===== config.mk =====
export PLATFORM = sky130hd
export DESIGN_NAME = spc_top
export DESIGN_NICKNAME = d
export VERILOG_FILES = /design/src/pkg/spc_pkg.sv /design/src/hdl/spc_pin_sync.sv /design/src/hdl/spc_top.sv
export SDC_FILE = /design/constraint.sdc
export NUM_CORES = 1
export LEC_CHECK = 0
export ABC_AREA = 1
export BUFFER_PORTS_ARGS = -buffer_cell sky130_fd_sc_hd__buf_2
export CORE_MARGIN = 1.5
export CORE_UTILIZATION = 65
export DETAILED_ROUTE_END_ITERATION = 16
export GPL_TIMING_DRIVEN = 0
export PLACE_DENSITY_LB_ADDON = 0.2
export SYNTH_ARGS = -nofsm -noshare
export SYNTH_HDL_FRONTEND = slang
export SYNTH_HIERARCHICAL = 1
export SYNTH_SLANG_ARGS = --single-unit

===== constraint.sdc =====
create_clock -name ref_clk -period 2.7 [get_ports ref_clk]
set_clock_uncertainty 0.15 [all_clocks]
set_input_delay 0.27 -clock ref_clk [delete_from_list [all_inputs] [get_ports ref_clk]]
set_output_delay 0.27 -clock ref_clk [all_outputs]
set_load 0.1 [all_outputs]

===== src/pkg/spc_pkg.sv =====
// constants and types shared by the sleep button power control block
package spc_pkg;
    // blink half period of the low-power glyph while asleep (time and derived cycles)
    localparam int unsigned GLYPH_HALF_PERIOD_MS = 500;
    localparam int unsigned CLK_PERIOD_NS        = 8;
    localparam int unsigned GLYPH_HALF_CYCLES    = (GLYPH_HALF_PERIOD_MS * 1000000) / CLK_PERIOD_NS;
    localparam int unsigned GLYPH_CNT_W          = 26;
    // reset values
    localparam logic        RST_GLYPH            = 1'b0;
    localparam logic [2:0]  RST_SYNC             = 3'h0;
    // power mode of the device
    typedef enum logic [1:0]
    {
        SPC_AWAKE   = 2'b00,
        SPC_PRESSED = 2'b01,
        SPC_ASLEEP  = 2'b10
    } spc_mode_t;
endpackage


===== src/hdl/spc_pin_sync.sv =====
// three-stage synchroniser with second/third agreement and edge pulses
`timescale 1ns/1ns
`default_nettype none
module spc_pin_sync
(
    input  wire logic ref_clk,
    input  wire logic nrst,
    input  wire logic pin,
    output logic      level,
    output logic      rise,
    output logic      fall
);
    import spc_pkg::*;

    typedef struct packed
    {
        logic [2:0] sync;
        logic       level;
        logic       rise;
        logic       fall;
    } spc_sync_st_t;

    spc_sync_st_t st;
    spc_sync_st_t next_st;

    ////////////////////////////////////////////////////////////////////////
    // stage 0 is read only by stage 1; level moves when stages 1 and 2 agree
    always_comb
    begin
        next_st      = st;
        next_st.sync = {st.sync[1:0], pin};
        next_st.rise = 1'b0;
        next_st.fall = 1'b0;
        if (st.sync[1] == st.sync[2] && st.sync[2] != st.level)
        begin
            next_st.level = st.sync[2];
            next_st.rise  = st.sync[2];
            next_st.fall  = ~st.sync[2];
        end
    end

    always_ff @(posedge ref_clk or negedge nrst)
    begin
        if (!nrst)
            st <= '{sync: RST_SYNC, level: 1'b0, rise: 1'b0, fall: 1'b0};
        else
            st <= next_st;
    end

    assign level = st.level;
    assign rise  = st.rise;
    assign fall  = st.fall;
endmodule
`default_nettype wire


===== src/hdl/spc_top.sv =====
// sleep button power control: edge events, sleep/wake sequencing, glyph blink
`timescale 1ns/1ns
`default_nettype none
module spc_top
(
    input  wire logic ref_clk,
    input  wire logic nrst,
    input  wire logic sleep_button,
    input  wire logic mains_presence_input,
    input  wire logic battery_sense,
    input  wire logic clock_menu_active,
    output logic      sleep_push_handler,
    output logic      sleep_request,
    output logic      wake_pulse,
    output logic      low_power,
    output logic      rtc_enable,
    output logic      function_enable,
    output logic      low_power_glyph,
    output logic      on_mains
);
    import spc_pkg::*;

    typedef struct packed
    {
        spc_mode_t              mode;
        logic                   sleep_req;
        logic                   wake;
        logic                   glyph;
        logic [GLYPH_CNT_W-1:0] blink_cnt;
        logic [2:0]             mains_sync;
        logic                   mains_level;
        logic                   mains;
        logic                   event_out;
    } spc_st_t;

    spc_st_t st;
    spc_st_t next_st;
    logic    btn_level;
    logic    btn_rise;
    logic    btn_fall;

    ////////////////////////////////////////////////////////////////////////
    // button conditioning
    spc_pin_sync u_btn
    (
        .ref_clk (ref_clk),
        .nrst    (nrst),
        .pin     (sleep_button),
        .level   (btn_level),
        .rise    (btn_rise),
        .fall    (btn_fall)
    );

    ////////////////////////////////////////////////////////////////////////
    // mains is wall power only if present and battery sense is low; battery sense overrides presence
    function automatic logic sleep_blocked(input logic mains, input logic menu);
        sleep_blocked = mains & menu;
    endfunction

    ////////////////////////////////////////////////////////////////////////
    // mode sequencing, blink counter and event output
    always_comb
    begin
        next_st            = st;
        next_st.mains_sync = {st.mains_sync[1:0], mains_presence_input};
        // battery gating applies every cycle so a battery change never waits on the pin
        if (st.mains_sync[1] == st.mains_sync[2])
            next_st.mains_level = st.mains_sync[2];
        next_st.mains = next_st.mains_level & ~battery_sense;
        next_st.event_out = btn_rise | btn_fall;
        next_st.sleep_req = 1'b0;
        next_st.wake      = 1'b0;
        case (st.mode)
            SPC_AWAKE:
            begin
                if (btn_rise)
                    next_st.mode = SPC_PRESSED;
            end
            SPC_PRESSED:
            begin
                // a block at release drops the request; a later press retries
                if (btn_fall)
                begin
                    if (sleep_blocked(st.mains, clock_menu_active))
                        next_st.mode = SPC_AWAKE;
                    else
                    begin
                        next_st.mode      = SPC_ASLEEP;
                        next_st.sleep_req = 1'b1;
                        next_st.blink_cnt = '0;
                        next_st.glyph     = 1'b1;
                    end
                end
            end
            SPC_ASLEEP:
            begin
                if (btn_rise)
                begin
                    // the wake press also starts a new press cycle in SPC_PRESSED, so its release can sleep again
                    next_st.mode  = SPC_PRESSED;
                    next_st.wake  = 1'b1;
                    next_st.glyph = RST_GLYPH;
                end
                else if (st.blink_cnt == GLYPH_CNT_W'(GLYPH_HALF_CYCLES - 1))
                begin
                    next_st.blink_cnt = '0;
                    next_st.glyph     = ~st.glyph;
                end
                else
                    next_st.blink_cnt = st.blink_cnt + GLYPH_CNT_W'(1);
            end
            default:
            begin
                next_st.mode = SPC_AWAKE;
            end
        endcase
    end

    always_ff @(posedge ref_clk or negedge nrst)
    begin
        if (!nrst)
            st <= '{mode: SPC_AWAKE, sleep_req: 1'b0, wake: 1'b0, glyph: RST_GLYPH,
                    blink_cnt: '0, mains_sync: RST_SYNC, mains_level: 1'b0, mains: 1'b0,
                    event_out: 1'b0};
        else
            st <= next_st;
    end

    ////////////////////////////////////////////////////////////////////////
    // outputs from flip-flops, except low_power and function_enable decoded from mode, and rtc_enable which is tied high
    assign sleep_push_handler = st.event_out;
    assign sleep_request      = st.sleep_req;
    assign wake_pulse         = st.wake;
    assign low_power          = (st.mode == SPC_ASLEEP);
    assign rtc_enable         = 1'b1;
    assign function_enable    = (st.mode != SPC_ASLEEP);
    assign low_power_glyph    = st.glyph;
    assign on_mains           = st.mains;
endmodule
`default_nettype wire


# Word-level counts from Yosys, hierarchy flattened
# Index checks and enable logic that the tools add are counted.
[word_totals]
regBits = 43
latchBits = 0
ram_bits = 0
mem_bits_ro = 0
in_bits = 6
out_inout_bits = 8
word_cells = 56
memories = 0
[classes]
addsub = 1
multipliers = 0
div_mod_pow = 0
magnitude_cmp = 0
n_eq_ne = 12
shifts = 0
n_mux = 17
bitwise_logic = 6
n_reduce_logical = 7
[op_table]
columns = ["cell", "n"]
rows = [
  ["$mux 27", 2],
  ["$pmux 27 s2", 1],
  ["$mux 26", 2],
  ["$add 26x1->26 const B", 1],
  ["$eq 26x26->1 const B", 1],
  ["$reduce_and 4->1", 2],
  ["$mux 1", 7],
  ["$mux 2", 3],
  ["$ne 2x2->1 const B", 3],
  ["$ne 2x1->1 const B", 2],
  ["$pmux 2 s2", 1],
  ["$mux 3", 1],
  ["$ne 3x1->1 const B", 1],
  ["$not 1->1", 3],
  ["$and 1x1->1", 2],
  ["$eq 1x1->1", 2],
  ["$eq 2x1->1 const B", 1],
  ["$eq 2x2->1 const B", 1],
  ["$logic_not 2->1", 1],
  ["$reduce_and 2->1", 1],
  ["$reduce_bool 2->1", 1],
  ["$reduce_or 2->1", 1],
  ["$logic_and 1x1->1", 1],
  ["$ne 1x1->1", 1],
  ["$or 1x1->1", 1],
]

# Logic depth before layout (Yosys ltp)
# Gate-level depths: netlist of run 1.
[depth]
ltp_word = 4
depth_mapped = 11
depth_no_buf = 10

# Hierarchy
# The synthesis of run 1 kept the hierarchy.
[by_module_without_submodules]
columns = ["mod", "instances", "cells_each", "area_per_inst_um2", "seq_area_each_um2"]
rows = [
  ["spc_top", 1, 295, 2157.1, 925.9],
  ["spc_pin_sync", 1, 12, 175.2, 150.1],
]

# Worst setup path before layout of run 1
# OpenSTA, ideal clock, no wires.
[synth_timing]
path_kind = "flip-flop to flip-flop"
from = "register st[35] (netlist bit)"
to = "register st, in the netlist low_power_glyph"
setup_ns = 0.122
arrival_time_ns = 2.178
required_ns = 2.428
slack_ns = 0.250
stages_incl_launch_ff = 9
n_path_buf = 0
synth_period_minus_slack_ns = 2.450
path_cell_list = "dfrtp_1 -> nor2_4 -> inv_1 -> o21ai_0 -> o21ai_0 -> inv_1 -> nand2_1 -> nand2_1 -> nand2_1"
[synth_between]
elab_chain_len = 3
word_cells_on_any_way = 8
cone_classes = "eq/ne (5); mux (1); reduce/logical (2)"
[synth_rtl]
columns = ["element", "line_no", "source"]
rows = [
  ["start: declaration", "spc_top.sv:36", "spc_st_t st;"],
  ["start signal: assignment", "spc_top.sv:122", "st <= '{mode: SPC_AWAKE, sleep_req: 1'b0, wake: 1'b0, glyph: RST_GLYPH,"],
  ["start signal: assignment", "spc_top.sv:126", "st <= next_st;"],
  ["$eq 2x2->1 (*)", "--", ""],
  ["via low_power", "spc_top.sv:15", "output logic low_power,"],
  ["$ne 3x1->1 (no line) / $reduce_bool 2->1 (equally long branches)", "--", ""],
  ["$reduce_and 4->1 (no line)", "--", ""],
]
# The timed path passes the listed nets; every way through them passes the cells marked *.
# A chain may end at the register's enable or synchronous reset.

# Worst setup path after layout of run 1
[layout_timing]
from = "register st[35] (netlist bit)"
to = "output port low_power"
[layout_between]
elab_chain_len = 1
[layout_rtl]
columns = ["element", "line_no", "source"]
rows = [
  ["$eq 2x2->1", "spc_top.sv:134", "assign low_power = (st.mode == SPC_ASLEEP);"],
  ["end: declaration", "spc_top.sv:15", ""],
]
# Every way passes these cells.

==> results of run 1 <==
==> cells in the final DEF, fill, tap and decap left out, types with 3 or more instances in the layout <==
cell	instances
nand2_1	84
nor2_1	60
dfrtp_1	43
inv_1	36
nand3_1	18
buf_2	13
xor2_1	9
a21oi_1	8
nand4_1	8
nand2_2	6
o21ai_0	6
nor2_2	5
clkbuf_4	5
dlygate4sd3_1	4
nor3_1	3
==> power breakdown <==
group,switching [mW],total (mW),internal [mW]
clock,0.216,0.414,0.198
combinational,0.319,0.449,0.130
sequential,0.0992,0.834,0.734
==> layout make-up <==
class / count / area, um^2
repair buffers: 16 / 100.1
inverters: 37 / 138.9
well taps: 46 / 57.56
clock inverters: 3 / 46.29
multi-input cells: 222 / 1062
fillers: 260 / 815.8
flip-flops and latches: 43 / 1076
clock buffers: 5 / 37.54
plain buffers: 5 / 55.05
==> state kept, by name (all words and copies together) (netlist names) <==
register,count
st,30
next_st,2
u_btn/next_st,2
low_power_glyph,1
on_mains,1
sleep_push_handler,1
sleep_request,1
u_btn/fall,1
u_btn/level,1
u_btn/rise,1
u_btn/st,1
wake_pulse,1
==> worst min-delay path: stages <==
cell,delay [ps]
buf_2,80
nand2_1,60
nand3_1,150
inv_1,50
==> layer usage <==
metal / GRT usage [%] / share of wire [%] / vias to the layer above
li1: - / - / 999
met1: 34.74 / 46 / 926
met2: 45.08 / 48 / 43
met3: 4.865 / 4.1 / 10
met4: 10.28 / 1.9 / 0
met5: 0 / 0 / -
==> final timing paths <==
check	from	slack [ps]	cells after the start	endpoint
worst max-delay path	st[35]$_DFFE_PN0P_	670	2	low_power
max in group asynchronous	nrst	1390	2	st[27]$_DFFE_PN0P_
min in group asynchronous	nrst	420	2	st[36]$_DFFE_PN0P_
worst min register to register	next_st[4]$_DFF_PN0_	210	0	next_st[5]$_DFF_PN0_
worst max register to register	st[7]$_DFFE_PN0P_	830	11	st[20]$_DFFE_PN0P_
worst min-delay path	clock_menu_active	140	4	sleep_request$_DFF_PN0_
==> kinds of logic (layout without fill, tap and decap cells) <==
family | Yosys count | count (layout) | share of synthesized area [%]
XOR/XNOR | 9 | 9 | 3.380
buffers and inverters | 42 | 66 | 8.315
AND/OR/NAND/NOR | 192 | 192 | 36.64
other | 1 | 1 | 0.1608
flip-flops | 43 | 43 | 46.14
adder cells (fa/ha/maj) | 1 | 1 | 0.5364
AO/OA/AOI/OAI | 19 | 19 | 4.829
==> timing repair <==
item | in CTS | in global routing
hold endpoints to repair | 46 | 0
hold buffers | 4 | 0
setup endpoints to repair | 0 | 0
resized for setup | 0 | 0
==> impl_metrics.json, run 1 <==
{
  "slew_viol_final": 0,
  "synth_common_cells": "84 x nand2_1, 60 x nor2_1, 43 x dfrtp_1, 36 x inv_1, 18 x nand3_1",
  "grt_pass1_vias": 1890,
  "areaGrowthSynthToFinish_pct": 10.35,
  "final_cells": 377,
  "gp_congestion": 0.8721,
  "pin_count": 14,
  "path_cells": "nor2_4 > buf_2",
  "finalHoldViolations": 0,
  "timing.critical_path.to_type": "output pin",
  "max-vdd-ir-drop_uv": 484.0,
  "postCtsSetupBuffers": 0,
  "slew_headroom_pct": 37.35,
  "netlist_top_cells_area": "dfrtp_1 46%, nand2_1 14%, nor2_1 9.7%, inv_1 5.8%, nand3_1 3.9%",
  "maxCapViolCount": 0,
  "slowest_stage": "buf_2",
  "finalInstanceArea_mm2": 0.002574,
  "drc_errors": 0,
  "clk_latency_ps": 360,
  "vias": 1978,
  "synth_top_area_share_pct": 46.14,
  "cts_tree": "yes",
  "tightest_slew_ps": 939.7,
  "cpPeakStageDelay_ps": 490,
  "dp_slack_ps": 887.5,
  "p_per_area_mw_per_mm2": 659.4,
  "critPathLaunchType": "flop",
  "min_period_over_period_pct": 75.02,
  "fmax_mhz": 493.7,
  "dp_hpwl_um": 3528,
  "die_width_um": 62.90,
  "async_reset_ff_share_pct": 100.0,
  "tns_ps": 0,
  "crit_fanout": 10,
  "drive_above_1_share_pct": 13.90,
  "synthFlopType": "dfrtp_1",
  "wire_per_inst_um": 12.85,
  "fin_total_pwr_mw": 1.697,
  "min_path_type": "input pin to flop",
  "core_area_mm2": 0.003390,
  "yosysWarnings": 6,
  "synth-seq-area-share_pct": 46.14,
  "finalSetupViolations": 0,
  "postSynthCellCount": 307,
  "ys_ff_latch": 43,
  "syn_avg_cell_area_um2": 7.597,
  "period_needed_ps": 2025,
  "synth_fp_nets": 314,
  "grt_setup_unrepaired": "no",
  "synth_most_common_cell": "nand2_1",
  "num_antenna_cells": 0,
  "whs_ps": 144.1,
  "initial_core_util_pct": 68.81,
  "crit_type": "flop to output pin",
  "crit_buf_inv": 1,
  "grt_max_degree": 44,
  "die_height_um": 62.90,
  "overflow": 0,
  "die-area_mm2": 0.003956,
  "via_per_inst": 5.247,
  "wl_um": 4846,
  "firstDrtPassIters": 4,
  "antenna_found_initial": 0,
  "final_util_pct": 75.93,
  "grt_pass1_wl_um": 8238,
  "yosys.area.top_type": "dfrtp_1",
  "dpl.cell_count": 365,
  "cp.required_ps": 2280,
  "cts_buffers": 5,
  "htreeDepth": 2,
  "setup_ws_ps": 674.6,
  "cts-root-buf": "clkbuf_4",
  "synth_edf_count": 0,
  "syn_area_mm2": 0.002332,
  "cp.arrival_ps": 1610,
  "drt-initial-drc-count": 106,
  "p_leak_nw": 1.191,
  "clockBufferDepth": 2,
  "portBuffers": 12,
  "layout.nets": 337,
  "ys_types": 30,
  "outcome": "finished, final reports clean",
  "critical-path-top-delay-family": "buffers and inverters",
  "clock_sinks": 43,
  "grt_usage_pct": 26.91,
  "std_cell_rows": 21,
  "ant_nets": 0,
  "clk_pin_slew_worst_paths_ps": 140,
  "place_area_mm2": 0.002450
}
(Power assumes the default switching activity.)
==> run 2: changes to the inputs <==
CORE_UTILIZATION = 60   (was 65)
clock period = 1.97 ns   (was 2.7 ns; I/O delays follow)
==> impl_metrics.json, run 2 (same netlist as run 1, synthesis figures left out) <==
{
  "firstDrtPassIters": 4,
  "fin_total_pwr_mw": 2.426,
  "pin_count": 14,
  "clockBufferDepth": 2,
  "p_switching_mw": 0.8701,
  "grt_pass1_vias": 1835,
  "clk_latency_ps": 300,
  "tns_ps": 0,
  "cp.required_ps": 1620,
  "grt_pass1_wl_um": 8190,
  "regMostFlops": "st",
  "initial_core_util_pct": 63.23,
  "cts-root-buf": "clkbuf_8",
  "wl_um": 4728,
  "dp_hpwl_um": 3446,
  "portBuffers": 12,
  "cts_resized": 0,
  "finalSetupViolations": 0,
  "whs_ps": 104.2,
  "htreeDepth": 2,
  "std_cell_rows": 22,
  "r2r_start": "st[23]$_DFFE_PN0P_",
  "clock_sinks": 43,
  "grt_usage_pct": 25.67,
  "setup_ws_ps": 109.6,
  "pwr-share-comb_pct": 25.4,
  "finalHoldViolations": 0,
  "drt-initial-drc-count": 134,
  "drc_errors": 0,
  "die_width_um": 65.35,
  "p_seq_share_pct": 47.0,
  "finalInstanceArea_mm2": 0.002614,
  "clkPwrFrac_pct": 27.6,
  "cts_buffers": 5,
  "wire_per_inst_um": 12.44,
  "final_cell_mix": "84 x nand2_1, 60 x nor2_1, 43 x dfrtp_1",
  "maxCapViolCount": 0,
  "min_period_over_period_pct": 94.44,
  "clk_pin_slew_worst_paths_ps": 80,
  "fmax_mhz": 537.5,
  "critPathLaunchType": "flop",
  "die-area_mm2": 0.004270,
  "place_area_mm2": 0.002452,
  "cts_tree": "yes",
  "via_per_inst": 5.121,
  "grt_max_degree": 44,
  "grt_setup_unrepaired": "no",
  "antenna_found_initial": 0,
  "p_per_area_mw_per_mm2": 928.3,
  "timing.critical_path.to_type": "output pin",
  "final_util_pct": 70.86,
  "cp.arrival_ps": 1510,
  "die_height_um": 65.35,
  "min_path_type": "input pin to flop",
  "crit_fanout": 10,
  "p_leak_nw": 1.208,
  "tightest_slew_ps": 952.2,
  "crit_buf_inv": 1,
  "min_from": "clock_menu_active",
  "critical-path-top-delay-family": "buffers and inverters",
  "gp_congestion": 0.9067,
  "max-vdd-ir-drop_uv": 655.4,
  "p_sw_share_pct": 35.86,
  "areaGrowthSynthToFinish_pct": 12.07,
  "ant_nets": 0,
  "core_area_mm2": 0.003689,
  "cpPeakStageDelay_ps": 490,
  "slew_viol_final": 0,
  "mostFrequentLayoutCell": "nand2_1",
  "layout.nets": 339,
  "largest_reg_flops": 30,
  "drive_above_1_share_pct": 14.16,
  "dpl.cell_count": 367,
  "period_needed_ps": 1860,
  "path_cells": "nor2_4 > buf_2",
  "num_antenna_cells": 0,
  "final_cells": 380,
  "crit_type": "flop to output pin",
  "outcome": "finished, final reports clean",
  "dp_slack_ps": 160.3,
  "slowest_stage": "buf_2",
  "slew_headroom_pct": 36.52,
  "cp-startpoint": "st[35]$_DFFE_PN0P_",
  "vias": 1946,
  "power.internal_mw": 1.556,
  "overflow": 0
}
run 2: power groups by stage:
stage                     Combinational (mW)  Clock, mW  Sequential (mW)
after global placement                 0.597          0             1.15
after CTS                              0.622      0.681             1.14
after floorplan                        0.381          0             1.24
after detailed placement               0.613          0             1.15
after global routing                   0.693      0.710             1.16
final                                  0.617      0.669             1.14
run 2: timing repair:
item | 4_1_cts | 5_1_grt
endpoints found under the setup margin | 0 | 1
buffers inserted | 0 | 2
hold buffers | 4 | 0
hold endpoints to repair | 46 | 0
run 2: area by class of cell:
type	instances	area (um^2)
tap	48	60.06
clock inverter	2	37.54
buffer	5	55.05
timing repair buffer	18	115.1
fill	309	1075
multi-input combinational	222	1062
clock buffer	5	68.82
sequential	43	1076
inverter	37	138.9
run 2: worst min-delay path, stage by stage:
cell and delay [ps]:
buf_2 70, nand2_1 50, nand3_1 140, inv_1 50
run 2: worst paths after layout:
path	end	slack, ps	cells past startpoint
worst min-delay path	sleep_request$_DFF_PN0_	100	4
max in group asynchronous	st[31]$_DFFE_PN0P_	640	2
worst max register to register	st[22]$_DFFE_PN0P_	180	11
worst min register to register	next_st[5]$_DFF_PN0_	200	0
min in group asynchronous	wake_pulse$_DFF_PN0_	420	2
worst max-delay path	low_power	110	2
run 2: metal layers:
metal | part of all wire (%) | track usage, %
met1 | 45 | 33.45
met2 | 47 | 41.96
met3 | 7.0 | 5.993
met4 | 1.7 | 9.375
met5 | 0 | 0
